$ cat src/include/load_diag_pkg.sv
// constants, register map and field layout of the load fault diagnostics block
package load_diag_pkg;

   // channel count and per-channel field layout in the fault register
   localparam int NUM_CH           = 4;
   localparam int CH_FLD_W         = 6;
   localparam int FLD_BAT_SHORT_F  = 0;
   localparam int FLD_BAT_SHORT_T  = 1;
   localparam int FLD_GND_SHORT_F  = 2;
   localparam int FLD_OPEN_LOAD_OFF_FAULT     = 3;
   localparam int FLD_OFF_TESTED   = 4;
   localparam int FLD_OPEN_LOAD_ON_FAULT      = 5;
   localparam int FLD_RESET_SEEN   = 24;
   localparam int FLD_ENABLE_LOW   = 25;
   localparam int FAULT_W          = 26;

   // register byte offsets
   localparam logic [7:0] CTRL_OFS   = 8'h00;
   localparam logic [7:0] MASK_OFS   = 8'h04;
   localparam logic [7:0] FAULT_OFS  = 8'h08;
   localparam logic [7:0] STATUS_OFS = 8'h0C;

   // control register fields
   localparam int CTRL_SEL_LO   = 0;
   localparam int CTRL_SEL_HI   = 1;
   localparam int CTRL_ONOFF_LO = 4;

   // reset values
   localparam logic [1:0]  TB_SEL_RST  = 2'h0;
   localparam logic [3:0]  ONOFF_RST   = 4'h0;
   localparam logic [25:0] MASK_RST    = 26'h000_0000;
   localparam logic [25:0] FAULT_RST   = 26'h100_0000;
   // bits that are faults (tested bits never drive the pin)
   localparam logic [25:0] FAULT_BITS  = 26'h3B6_DB6D;

   // prescaler terminal counts: divide by 128, 192, 256
   localparam logic [7:0] PRE_TOP_128 = 8'h7F;
   localparam logic [7:0] PRE_TOP_192 = 8'hBF;
   localparam logic [7:0] PRE_TOP_256 = 8'hFF;

   // filter / tested timers expire on the 9th timebase tick (8..9 periods)
   localparam logic [3:0] FILT_TICKS = 4'h9;
   // pwm periods of continuous on-time before gate-on open load is flagged
   localparam int OL_ON_PERIODS = 64;

endpackage

$ cat src/design/load_driver_fault_diagnostics.sv
// four-channel low-side driver fault diagnostics with apb register access
`timescale 1ns/100ps
`default_nettype none

// How it works
// [RL1] gate-on checks run only with gate high, gate-off checks only with gate low
// [RL2] detected faults latch in fault register; unmasked ones pull fault pin low
// [RL3] reset sets the reset-seen flag; a fault read clears it until next reset
// [RL4] enable-low flag set while enable low; cleared by a read after enable high
// [RL5] timebase divides clock by 128, 192, 192 or 256 per two-bit select
// [RL6] filter and tested timers expire on the 9th timebase tick, 8 to 9 tick periods after start
// [RL7] fault bit never reads one while its tested bit reads zero
// [RL8] in on/off mode gate-on open-load detection is off, bit held zero
// [RL9] gate rise clears filters, starts tested timer; expiry sets battery-short tested
// [RL10] battery-short filter counts while raw high; raw low clears it at once
// [RL11] filtered battery short with tested bit forces gate off until retry expiry
// [RL12] fault read clears battery-short fault, its tested bit and tested timer
// [RL13] battery short works in both modes; off-state filters zero while gate high
// [RL14] constant-current mode: 64 pwm periods high sets gate-on open load, repeatedly
// [RL15] gate fall clears filters, starts tested timer; expiry sets off-state tested bit
// [RL16] open-load filter counts while raw high; raw low clears it at once
// [RL17] ground-short filter counts while raw high; raw low clears it at once
// [RL18] filtered ground short after tested expiry sets ground fault, open load untouched
// [RL19] no ground short with filtered open load sets gate-off open-load fault
// [RL20] fault read clears off tested, ground fault, off open-load fault and timers
// [RL21] software commands zero current before judging gate-off fault bits
// [RL22] under reset all channels off and all registers at defaults
// [RL23] each channel has its own timers and bits, sharing one timebase
module load_driver_fault_diagnostics
   import load_diag_pkg::*;
#(
   parameter int OL_ON_COUNT = OL_ON_PERIODS
) (
   // clock and reset
   input  wire logic              pclk,
   input  wire logic              presetn,
   // apb slave
   input  wire logic              psel,
   input  wire logic              penable,
   input  wire logic              pwrite,
   input  wire logic [7:0]        paddr,
   input  wire logic [31:0]       pwdata,
   output logic [31:0]            prdata,
   output logic                   pready,
   output logic                   pslverr,
   // device pins and channel inputs
   input  wire logic              enable_in,
   input  wire logic [NUM_CH-1:0] gate_cmd,
   input  wire logic [NUM_CH-1:0] pwm_period_pulse,
   input  wire logic [NUM_CH-1:0] retry_expire,
   input  wire logic [NUM_CH-1:0] bat_short_raw,
   input  wire logic [NUM_CH-1:0] gnd_short_raw,
   input  wire logic [NUM_CH-1:0] open_load_raw,
   // outputs
   output logic [NUM_CH-1:0]      gate_drive_out,
   output logic                   fault_pin_o,
   output logic                   fault_pin_oe
);

   typedef struct packed {
      logic [1:0]              tb_sel;
      logic [NUM_CH-1:0]       onoff_mode;
      logic [FAULT_W-1:0]      mask;
      logic [7:0]              pre_cnt;
      logic                    tick;
      logic [FAULT_W-1:0]      fault_vec;
      logic [FAULT_W-1:0]      snap;
      logic [NUM_CH-1:0]       gate_prev;
      logic [NUM_CH-1:0]       gate_out;
      logic [NUM_CH-1:0]       forced_off;
      logic [NUM_CH-1:0][3:0]  tt_cnt;
      logic [NUM_CH-1:0][3:0]  sb_cnt;
      logic [NUM_CH-1:0][3:0]  sg_cnt;
      logic [NUM_CH-1:0][3:0]  ol_cnt;
      logic [NUM_CH-1:0][6:0]  olon_cnt;
      logic [31:0]             rdata;
      logic                    slverr;
      logic                    fault_oe;
   } state_t;

   localparam logic [6:0] OLON_TOP = 7'(OL_ON_COUNT - 1);

   state_t state_reg;
   state_t state_next;

   // status view of filtered signals, read only
   logic [NUM_CH-1:0] bat_short_filtered;
   logic [NUM_CH-1:0] gnd_short_filtered;
   logic [NUM_CH-1:0] open_load_off_filtered;

   always_comb begin
      logic             rd_acc;
      logic             wr_acc;
      logic             fault_rd;
      logic             mapped;
      logic [7:0]       pre_top;
      logic [FAULT_W-1:0] set_vec;
      logic [FAULT_W-1:0] clr_vec;
      logic             gate;
      logic             edge_any;
      logic             tt_exp;
      logic             sb_hit;
      int               b;
      state_next = state_reg;
      rd_acc     = psel & penable & ~pwrite;
      wr_acc     = psel & penable & pwrite;
      fault_rd   = rd_acc && (paddr == FAULT_OFS);
      mapped     = (paddr == CTRL_OFS) || (paddr == MASK_OFS) ||
                   (paddr == FAULT_OFS) || (paddr == STATUS_OFS);
      set_vec    = '0;
      clr_vec    = fault_rd ? state_reg.snap : '0;
      gate       = 1'b0;
      edge_any   = 1'b0;
      tt_exp     = 1'b0;
      sb_hit     = 1'b0;
      b          = 0;
      pre_top    = PRE_TOP_128;
      bat_short_filtered     = '0;
      gnd_short_filtered     = '0;
      open_load_off_filtered = '0;

      // shared diagnostic timebase
      case (state_reg.tb_sel)  // [RL5]
         2'b00:   pre_top = PRE_TOP_128;
         2'b01:   pre_top = PRE_TOP_192;
         2'b10:   pre_top = PRE_TOP_192;
         default: pre_top = PRE_TOP_256;
      endcase
      state_next.tick = 1'b0;
      if (state_reg.pre_cnt >= pre_top) begin
         state_next.pre_cnt = '0;
         state_next.tick    = 1'b1;
      end else begin
         state_next.pre_cnt = state_reg.pre_cnt + 8'h01;
      end

      // per channel diagnostics, all off one timebase
      for (int ch = 0; ch < NUM_CH; ch++) begin  // [RL23]
         b        = ch * CH_FLD_W;
         gate     = state_reg.gate_out[ch];
         edge_any = state_reg.gate_out[ch] ^ state_reg.gate_prev[ch];
         tt_exp   = (state_reg.tt_cnt[ch] == FILT_TICKS);
         state_next.gate_prev[ch] = gate;

         // tested timer: restarted on either gate edge and on every fault read
         if (edge_any || fault_rd) begin  // [RL9] [RL12] [RL15] [RL20]
            state_next.tt_cnt[ch] = '0;
         end else if (state_reg.tick && !tt_exp) begin  // [RL6]
            state_next.tt_cnt[ch] = state_reg.tt_cnt[ch] + 4'h1;
         end

         // battery short filter, on-state only
         if (!bat_short_raw[ch] || !gate || edge_any) begin  // [RL10] [RL1]
            state_next.sb_cnt[ch] = '0;
         end else if (state_reg.tick && state_reg.sb_cnt[ch] != FILT_TICKS) begin
            state_next.sb_cnt[ch] = state_reg.sb_cnt[ch] + 4'h1;
         end
         bat_short_filtered[ch] = gate && (state_reg.sb_cnt[ch] == FILT_TICKS);

         // ground short filter, off-state only
         if (!gnd_short_raw[ch] || gate || edge_any || fault_rd) begin  // [RL17] [RL13]
            state_next.sg_cnt[ch] = '0;
         end else if (state_reg.tick && state_reg.sg_cnt[ch] != FILT_TICKS) begin
            state_next.sg_cnt[ch] = state_reg.sg_cnt[ch] + 4'h1;
         end
         gnd_short_filtered[ch] = !gate && (state_reg.sg_cnt[ch] == FILT_TICKS);  // [RL13]

         // open load filter, off-state only
         if (!open_load_raw[ch] || gate || edge_any || fault_rd) begin  // [RL16] [RL13]
            state_next.ol_cnt[ch] = '0;
         end else if (state_reg.tick && state_reg.ol_cnt[ch] != FILT_TICKS) begin
            state_next.ol_cnt[ch] = state_reg.ol_cnt[ch] + 4'h1;
         end
         open_load_off_filtered[ch] = !gate && (state_reg.ol_cnt[ch] == FILT_TICKS);

         if (gate && !edge_any) begin  // [RL1]
            // on-state: tested bit first, fault only once tested is already set
            // a read restarts the timer, so expiry must not re-set the bit it clears
            if (tt_exp && !fault_rd) begin
               set_vec[b + FLD_BAT_SHORT_T] = 1'b1;  // [RL9] [RL12]
            end
            sb_hit = bat_short_filtered[ch] && state_reg.fault_vec[b + FLD_BAT_SHORT_T];  // [RL7]
            if (sb_hit) begin
               set_vec[b + FLD_BAT_SHORT_F] = 1'b1;  // [RL11] [RL13]
               set_vec[b + FLD_BAT_SHORT_T] = 1'b1;  // [RL7]
            end
         end else begin
            sb_hit = 1'b0;
         end

         if (!gate && !edge_any && tt_exp && !fault_rd) begin  // [RL1] [RL20]
            // off-state results only after the tested timer, keeps fault-without-tested impossible
            set_vec[b + FLD_OFF_TESTED] = 1'b1;  // [RL15] [RL7]
            if (gnd_short_filtered[ch]) begin
               set_vec[b + FLD_GND_SHORT_F] = 1'b1;  // [RL18]
            end else if (open_load_off_filtered[ch]) begin
               set_vec[b + FLD_OPEN_LOAD_OFF_FAULT] = 1'b1;  // [RL19]
            end
         end

         // gate-on open load counts whole pwm periods in constant-current mode
         if (!gate || state_reg.onoff_mode[ch]) begin  // [RL8]
            state_next.olon_cnt[ch] = '0;
         end else if (pwm_period_pulse[ch]) begin
            if (state_reg.olon_cnt[ch] == OLON_TOP) begin  // [RL14]
               state_next.olon_cnt[ch] = '0;
               set_vec[b + FLD_OPEN_LOAD_ON_FAULT] = 1'b1;
            end else begin
               state_next.olon_cnt[ch] = state_reg.olon_cnt[ch] + 7'h01;
            end
         end

         // shutdown latch: a new short wins over a retry expiry in the same cycle
         if (sb_hit) begin
            state_next.forced_off[ch] = 1'b1;  // [RL11]
         end else if (retry_expire[ch]) begin
            state_next.forced_off[ch] = 1'b0;
         end
         // default enable behaviour: enable low turns the channel off
         state_next.gate_out[ch] = gate_cmd[ch] & enable_in & ~state_next.forced_off[ch];
      end

      // global flags
      if (!enable_in) begin
         set_vec[FLD_ENABLE_LOW] = 1'b1;  // [RL4]
      end

      // a fault bit set after the snapshot keeps its tested bit through the read
      for (int ch = 0; ch < NUM_CH; ch++) begin  // [RL7]
         if (state_reg.fault_vec[ch * CH_FLD_W + FLD_BAT_SHORT_F] &&
             !clr_vec[ch * CH_FLD_W + FLD_BAT_SHORT_F]) begin
            clr_vec[ch * CH_FLD_W + FLD_BAT_SHORT_T] = 1'b0;
         end
         if ((state_reg.fault_vec[ch * CH_FLD_W + FLD_GND_SHORT_F] &&
              !clr_vec[ch * CH_FLD_W + FLD_GND_SHORT_F]) ||
             (state_reg.fault_vec[ch * CH_FLD_W + FLD_OPEN_LOAD_OFF_FAULT] &&
              !clr_vec[ch * CH_FLD_W + FLD_OPEN_LOAD_OFF_FAULT])) begin
            clr_vec[ch * CH_FLD_W + FLD_OFF_TESTED] = 1'b0;
         end
      end

      // only bits that software actually saw are cleared; set wins over clear
      state_next.fault_vec = (state_reg.fault_vec & ~clr_vec) | set_vec;  // [RL2] [RL3] [RL12] [RL20]
      for (int ch = 0; ch < NUM_CH; ch++) begin
         if (state_reg.onoff_mode[ch]) begin
            state_next.fault_vec[ch * CH_FLD_W + FLD_OPEN_LOAD_ON_FAULT] = 1'b0;  // [RL8]
         end
      end
      state_next.fault_oe = |(state_next.fault_vec & FAULT_BITS & ~state_reg.mask);  // [RL2]

      // apb: read data and snapshot taken in the setup cycle
      if (psel && !penable) begin
         state_next.slverr = !mapped;
         state_next.snap   = '0;
         case (paddr)
            CTRL_OFS: begin
               state_next.rdata = {24'h00_0000, state_reg.onoff_mode, 2'b00, state_reg.tb_sel};
            end
            MASK_OFS: begin
               state_next.rdata = {6'h00, state_reg.mask};
            end
            FAULT_OFS: begin
               state_next.rdata = {6'h00, state_reg.fault_vec};
               state_next.snap  = pwrite ? '0 : state_reg.fault_vec;
            end
            STATUS_OFS: begin
               state_next.rdata = {12'h000, state_reg.forced_off, open_load_off_filtered,
                                   gnd_short_filtered, bat_short_filtered, state_reg.gate_out};
            end
            default: begin
               state_next.rdata = '0;
            end
         endcase
      end
      if (wr_acc) begin
         case (paddr)
            CTRL_OFS: begin
               state_next.tb_sel     = {pwdata[CTRL_SEL_HI], pwdata[CTRL_SEL_LO]};
               state_next.onoff_mode = pwdata[CTRL_ONOFF_LO +: NUM_CH];
            end
            MASK_OFS: begin
               state_next.mask = pwdata[FAULT_W-1:0];
            end
            default: begin
               state_next.mask = state_reg.mask;
            end
         endcase
      end
   end

   // register map
   //   ctrl   : [1:0] timebase select, [7:4] on/off mode per channel
   //   mask   : one bit per fault register bit, 1 keeps it off the pin
   //   fault  : six bits per channel, then reset-seen and enable-low
   //   status : gate, filtered signals and shutdown latch, read only
   //
   // per-channel fault field
   //   +0 battery short fault
   //   +1 battery short tested
   //   +2 ground short fault
   //   +3 off-state open load fault
   //   +4 off-state tested
   //   +5 on-state open load fault
   //
   // apb timing
   //   no wait states, pready tied high
   //   read data and clear snapshot captured in the setup cycle
   //   the access cycle clears only bits present in the snapshot
   //   a bit that sets between setup and access survives the read
   //   writes to fault and status are ignored without error
   //
   // timebase and timers
   //   one prescaler shared by all channels, terminal count per select
   //   timers count ticks, so expiry lands 8 to 9 tick periods after start
   //   a timer start is not aligned to the tick, hence the spread
   //   changing the select in mid-test stretches or shortens that test
   //
   // gate edges
   //   checks are skipped in the cycle of a gate edge
   //   the edge cycle restarts the tested timer and clears the filters
   //   costs one cycle of detection, avoids judging the wrong state
   //
   // shutdown
   //   a short latches the channel off in the same edge it is seen
   //   only a retry pulse releases it; the command alone cannot
   //   a new short wins over a retry pulse in the same cycle
   //
   // fault pin
   //   tested bits never drive the pin, only fault and global flags
   //   the pin follows the latched bits, so it stays low until read
   //   open-drain: data tied low, enable high while pulling down
   //
   // limitations
   //   enable low always turns channels off; no freeze behaviour
   //   on-state open load counts pwm pulses only while gate is high
   //   a gate drop restarts that count from zero

   // reset leaves reset-seen set and every channel off
   always_ff @(posedge pclk or negedge presetn) begin
      if (!presetn) begin  // [RL22] [RL3]
         state_reg            <= '0;
         state_reg.tb_sel     <= TB_SEL_RST;
         state_reg.onoff_mode <= ONOFF_RST;
         state_reg.mask       <= MASK_RST;
         state_reg.fault_vec  <= FAULT_RST;
         state_reg.fault_oe   <= 1'b1;
      end else begin
         state_reg <= state_next;
      end
   end

   assign prdata         = state_reg.rdata;
   assign pready         = 1'b1;
   assign pslverr        = state_reg.slverr & psel & penable;
   assign gate_drive_out = state_reg.gate_out;
   assign fault_pin_o    = 1'b0;
   assign fault_pin_oe   = state_reg.fault_oe;

endmodule

`default_nettype wire

$ cat config.mk
export PLATFORM = sky130hd
export DESIGN_NAME = load_driver_fault_diagnostics
export DESIGN_NICKNAME = d
export VERILOG_FILES = /design/src/include/load_diag_pkg.sv /design/src/design/load_driver_fault_diagnostics.sv
export SDC_FILE = /design/constraint.sdc
export NUM_CORES = 1
export LEC_CHECK = 0
export ABC_AREA = 1
export BUFFER_PORTS_ARGS = -buffer_cell sky130_fd_sc_hd__buf_2
export CAP_MARGIN = 20
export CORE_ASPECT_RATIO = 1.75
export CORE_MARGIN = 2
export CORE_UTILIZATION = 45
export CTS_BUF_LIST = sky130_fd_sc_hd__clkbuf_4 sky130_fd_sc_hd__clkbuf_8
export DETAILED_ROUTE_END_ITERATION = 8
export PLACE_DENSITY_LB_ADDON = 0.08
export SYNTH_ARGS = -nofsm -noshare
export SYNTH_HDL_FRONTEND = slang
export SYNTH_SLANG_ARGS = --single-unit
$ cat constraint.sdc
create_clock -name pclk -period 3.3 [get_ports pclk]
set_input_delay 0.165 -clock pclk [delete_from_list [all_inputs] [get_ports pclk]]
set_output_delay 0.165 -clock pclk [all_outputs]
set_load 0.05 [all_outputs]
Word-level counts from Yosys, hierarchy flattened
Index checks and enable logic that the tools add are counted.

Reductions and logical operators: 178. $lt $le $gt $ge: 1. $add $sub $neg: 21. Muxes and demuxes: 116. Equal/unequal tests: 37. Bitwise logic cells: 27.

Operators by type and width (count): 4-bit 2-to-1 mux (32); 26-bit one-hot mux with 4 select lines (1); 7-bit 2-to-1 mux (12); 26-bit 2-to-1 mux (3); 1-bit logical AND (66); 4-bit by 1-bit adder with 4-bit output (second input constant) (16); 4-bit equality test (second input constant) (16); 1-bit 2-to-1 mux (54); 26-bit bitwise AND (2); 26-bit inverter (2); 4-bit inequality test (second input constant) (12); 1-bit logical OR (47); 2-bit nonzero test (20); 1-bit zero test (39); 7-bit by 1-bit adder with 7-bit output (second input constant) (4); 7-bit by 6-bit equality test with 1-bit output (second input constant) (4); 26-bit OR (1); 26-bit OR reduction (1); 8-bit by 4-bit equality test with 1-bit output (second input constant) (2); 2-bit 2-to-1 mux (8); 8-bit one-hot mux with 2 select lines (1); 1-bit bitwise AND (13); 3-bit 2-to-1 mux (4); 8-bit by 1-bit adder with 8-bit output (second input constant) (1); 11 further kinds (19).

Flip-flop bits (word level): 231. Output and inout port bits: 40. Input bits: 70.

Logic depth before layout (Yosys ltp)
Depth after elaboration: 14. Depth in mapped cells: 14.

Worst setup path after synthesis
No wires, ideal clock.

Path type: register to register. Start: register state_reg[229] in the netlist's numbering. End: register state_reg[196] in the netlist's numbering. Cell stages (with the launch flop): 7. Required time: 3157 ps. Library setup time: 143 ps. Path slack: 1686 ps. Clock period less this slack: 1614 ps. Arrival time: 1470 ps. Path buffers: 0. Cell sequence: dfrtp_1 inv_1 ha_1 ha_1 nand4_1 o21ai_1 nor3_1.

RTL lines: start: declaration (line load_driver_fault_diagnostics.sv:83) `state_t state_reg;`; start signal: assignment (line load_driver_fault_diagnostics.sv:348) `state_reg <= state_next;`.

Worst setup path in the final report
Start: register state_reg, in the netlist gate_drive_out[3]. End: register state_reg[75] in the netlist's numbering.

Word-level cells in the longest chain between the ends: 4. Elaborated cells between the ends (all ways): 6.

RTL lines: 1-bit bitwise XOR or 1-bit logical OR (tied branches) (line load_driver_fault_diagnostics.sv:141, load_driver_fault_diagnostics.sv:169); 1-bit logical OR * (2 in a row) (line load_driver_fault_diagnostics.sv:169) `if (!open_load_raw[ch] || gate || edge_any || fault_rd) begin`; 4-bit 2-to-1 mux or 2-bit nonzero test (tied branches).

Every way passes the cells marked *; elsewhere a longest branch is shown, timed or not. A chain may end at the register's enable or synchronous reset.

==> results by stage <==
STA:
- The final count of pins violating max slew was 0.
- The number of hold-slack violations in the final timing report came to 0.
- The slew at the pin with the worst max-slew slack is 1.04 ns.
- Static timing analysis puts the maximum clock frequency at 485 MHz.
- Setup violations remaining at the end of the flow were counted as 0.
- The setup skew after layout is 0.0140 ns.
- The worst pin sits at a relative slew slack of 0.303.
- The tightest hold path in the finished design has a slack of a little over 0.03 ns.
- Setup repair after global routing left no endpoint under its margin.
- The final period utilization is 0.624.
- The post-route minimum period is around 2.1 ns.
- The sum of negative setup slack is 0 ns.

Setup path:
- In this run the register-to-register setup slack is 1.24 ns.
- STA puts the critical path data arrival time at 2.49 ns.
- The number of cells on the worst reg-to-reg path is 9.
- The critical path start-end classification is flip-flop to flip-flop.
- STA classifies the critical path endpoint as a flip-flop.
- The worst setup path is launched from a flip-flop.
- The startpoint identified for the worst register-to-register timing path is gate_drive_out[3]$_DFF_PN0_.
- The endpoint identified for the worst register-to-register timing path is state_reg[75]$_DFFE_PN0P_.
- The highest net fanout along the worst path is 9.
- For the worst setup path, the data required time is approximately 3.7 ns.

Clocking:
- After clock tree synthesis, the clock-pin slew on the worst setup and hold paths is 0.07 ns.
- The number of buffers inserted during clock tree synthesis is 36.
- The CTS root buffer is sky130_fd_sc_hd__clkbuf_8.
- Clock tree synthesis found a total of approximately 230 sinks.
- The clock latency on the worst-skew pair is 0.54 ns.
- The setup fix buffers added after clock tree synthesis is 0.
- The maximum root-to-sink buffer count is 3.
- The post-CTS resize count is 0.
- The TritonCTS clock tree is yes.
- CTS built an H-tree with a depth of 2.

Min path:
- The classification of the worst-slack hold path is input port to flip-flop.
- The origin of the worst min-delay path is open_load_raw[1].
- The worst hold path passes through 5 cells.
- The endpoint with the worst hold slack is state_reg[67]$_DFFE_PN0P_.

Die:
- The die area is roughly 0.026 mm^2.
- The width of the die is 124 um.
- The die is 213 um tall.
- The effective utilization at floorplan is 0.457.
- The top-level I/O count is 110.
- Row generation in the floorplan step produced 76 rows.
- After floorplanning, the core was sized to cover 0.0246 mm^2.

Synthesis:
- The synthesized design spends more area on one cell type than any other, namely sky130_fd_sc_hd__dfrtp_1.
- After synthesis, the mean cell area works out to 8.61 um^2.
- Of the post-synthesis cell area, the dominant cell type holds 0.496.
- The total number of yosys warnings is 0.
- Synthesis produced between 1,000 and 1,500 cells.
- The number of enable flip-flop cells after synthesis is 0.
- Yosys attributes the largest share of cell area to sky130_fd_sc_hd__dfrtp_1 50%, sky130_fd_sc_hd__nand2_1 9.0%, sky130_fd_sc_hd__inv_1 5.4%, sky130_fd_sc_hd__ha_1 5.3%, sky130_fd_sc_hd__nor2_1 4.4%.
- The leading register cell type out of synthesis is sky130_fd_sc_hd__dfrtp_1.
- The number of unique standard cell types used by synthesis is 49.
- Summing every instance area after synthesis gives 0.0113 mm^2.
- Of all flip-flops after synthesis, the portion carrying an async set or reset was 1.00.
- The part of the Yosys area used for sequential elements is 0.501.
- The total of flip-flops plus latches after synthesis is between 200 and 250.

Pwr:
- VDD sags by at most 0.229 mV.
- Dividing total power by cell area gives a power density of 431 mW/mm^2.
- For this design the static power due to leakage is 6.56 nW.
- The post-route total power is 5.67 mW.

Layout:
- In the layout the commonest cells are 268 x sky130_fd_sc_hd__nand2_1, 223 x sky130_fd_sc_hd__dfrtp_1, 162 x sky130_fd_sc_hd__inv_1, 133 x sky130_fd_sc_hd__nor2_1, 94 x sky130_fd_sc_hd__buf_2.
- The layout cell share with drive strength beyond 1 is 0.133.
- The number of flip-flops under the largest register name is 194.
- The design area is roughly 0.013 mm^2.
- The number of antenna cells inserted is 0.
- The commonest non-fill, non-tap cell in the layout is sky130_fd_sc_hd__nand2_1.
- The number of nets in the final layout is 1,566.
- Compared with the post-synthesis result, the final layout area differs by 16.9%.

Global routing:
- The wire length of the first global-routing pass is 45,900 um.
- The maximum number of pins on one net before global-route repair is between 100 and 150.
- The global routing usage summed across all routing layers is 0.223.
- The total overflow reported by the global router is 0.
- The initial antenna violation count came to 0.
- The number of global-route vias before repair was about 9,100.

Place:
- The congestion estimate from routability-driven global placement came to 0.827.
- Summing all placed instances gives a cell area of 0.0118 mm^2.
- The half-perimeter wire length after placement is 19,900 um.
- The count of buffers added on input and output ports is 95.

Route:
- In the final routed layout, each cell accounts on average for between 15 and 20 um.
- For this run, design rule violations remaining after detail routing come to 0.
- The total vias in the final route is 9,113.
- The total length of routed wires is 28,100 um.
- The initial detailed-routing violation count is 409.
- The detail route stage leaves a number of antenna-violating nets equal to 0.
- The number of search-and-repair iterations in the first detailed-routing pass is 6.
- The via-per-instance ratio is 5.10.

Run status:
- The flow ran to the end, and the final reports show no timing, DRC or antenna violations.

Job:
- Max-cap violations in this run came to 0.
-- cell usage after synthesis, types with 18 or more instances --
cell type / count
sky130_fd_sc_hd__o31ai_1: 18
sky130_fd_sc_hd__nand2_1: 269
sky130_fd_sc_hd__dfrtp_1: 223
sky130_fd_sc_hd__ha_1: 48
sky130_fd_sc_hd__inv_1: 162
sky130_fd_sc_hd__nand4_1: 24
sky130_fd_sc_hd__buf_4: 40
sky130_fd_sc_hd__nor2_1: 133
sky130_fd_sc_hd__a21oi_1: 66
sky130_fd_sc_hd__o21ai_0: 63
sky130_fd_sc_hd__nand3_1: 90
sky130_fd_sc_hd__xor2_1: 26
-- routing by layer --
metal | vias up | GRT usage | part of all wire
met3 | 56 | 0.0313 | 0.045
met2 | 218 | 0.392 | 0.51
met1 | 4366 | 0.275 | 0.42
met5 | - | 0 | 0
li1 | 4473 | - | -
met4 | 0 | 0.0784 | 0.027
-- critical path, stage by stage, from the launching register on --
cell,delay [ns]
sky130_fd_sc_hd__dfrtp_1,0.55
sky130_fd_sc_hd__inv_1,0.20
sky130_fd_sc_hd__ha_1,0.33
sky130_fd_sc_hd__inv_1,0.09
sky130_fd_sc_hd__nand2_1,0.11
sky130_fd_sc_hd__inv_1,0.15
sky130_fd_sc_hd__nand2_1,0.06
sky130_fd_sc_hd__nor2_1,0.13
sky130_fd_sc_hd__inv_1,0.11
sky130_fd_sc_hd__o31ai_1,0.22
-- metrics by stage --
| step | worst slack [ns] | instances | utilization |
|---|---|---|---|
| floorplan | 1.69 | 1313 | - |
| global placement | 1.20 | 1667 | 0.481 |
| detailed placement | 1.19 | 1667 | 0.481 |
| CTS | 1.17 | 1786 | 0.534 |
| global route | 0.975 | 1786 | 0.534 |
| finish | 1.24 | 1786 | 0.534 |
-- final cells by class --
| cell class | instances | area [um^2] |
|---|---|---|
| clock buffers | 57 | 728 |
| well taps | 312 | 390 |
| repair buffers | 162 | 1150 |
| inverters | 168 | 632 |
| flip-flops and latches | 225 | 5630 |
| fillers | 2369 | 11500 |
| clock inverters | 7 | 37.5 |
| multi-input cells | 855 | 4590 |
-- cell families (layout without fill, tap and decap cells) --
logic type | after synthesis | after routing | synth area share
simple gates | 564 | 564 | 0.219
buf+inv | 233 | 394 | 0.0941
flops | 225 | 225 | 0.501
compound gates | 193 | 193 | 0.0988
fa+ha+maj | 48 | 48 | 0.0534
xor+xnor | 37 | 37 | 0.0288
mux | 5 | 5 | 0.00489
other cells | 2 | 8 | 0.000667
-- power breakdown --
group | internal (mW) | switching (mW) | total [mW]
combinational | 0.113 | 0.232 | 0.345
sequential | 2.78 | 0.0162 | 2.79
clock | 1.40 | 1.13 | 2.54
-- worst max-delay path by stage --
stage / startpoint / to
2_1_floorplan: state_reg[229]$_DFFE_PN0P_ / state_reg[196]$_DFF_PN0_
3_3_place_gp: penable / state_reg[150]$_DFFE_PN0P_
3_5_place_dp: gate_drive_out[3]$_DFF_PN0_ / state_reg[75]$_DFFE_PN0P_
4_1_cts: gate_drive_out[3]$_DFF_PN0_ / state_reg[75]$_DFFE_PN0P_
5_1_grt: gate_drive_out[3]$_DFF_PN0_ / state_reg[75]$_DFFE_PN0P_
6_report: gate_drive_out[3]$_DFF_PN0_ / state_reg[75]$_DFFE_PN0P_
-- timing repair --
item,4_1_cts,5_1_grt
hold buffers,55,0
endpoints found under the setup margin,0,0
hold endpoints to repair,174,0
(Power assumes the default switching activity.)
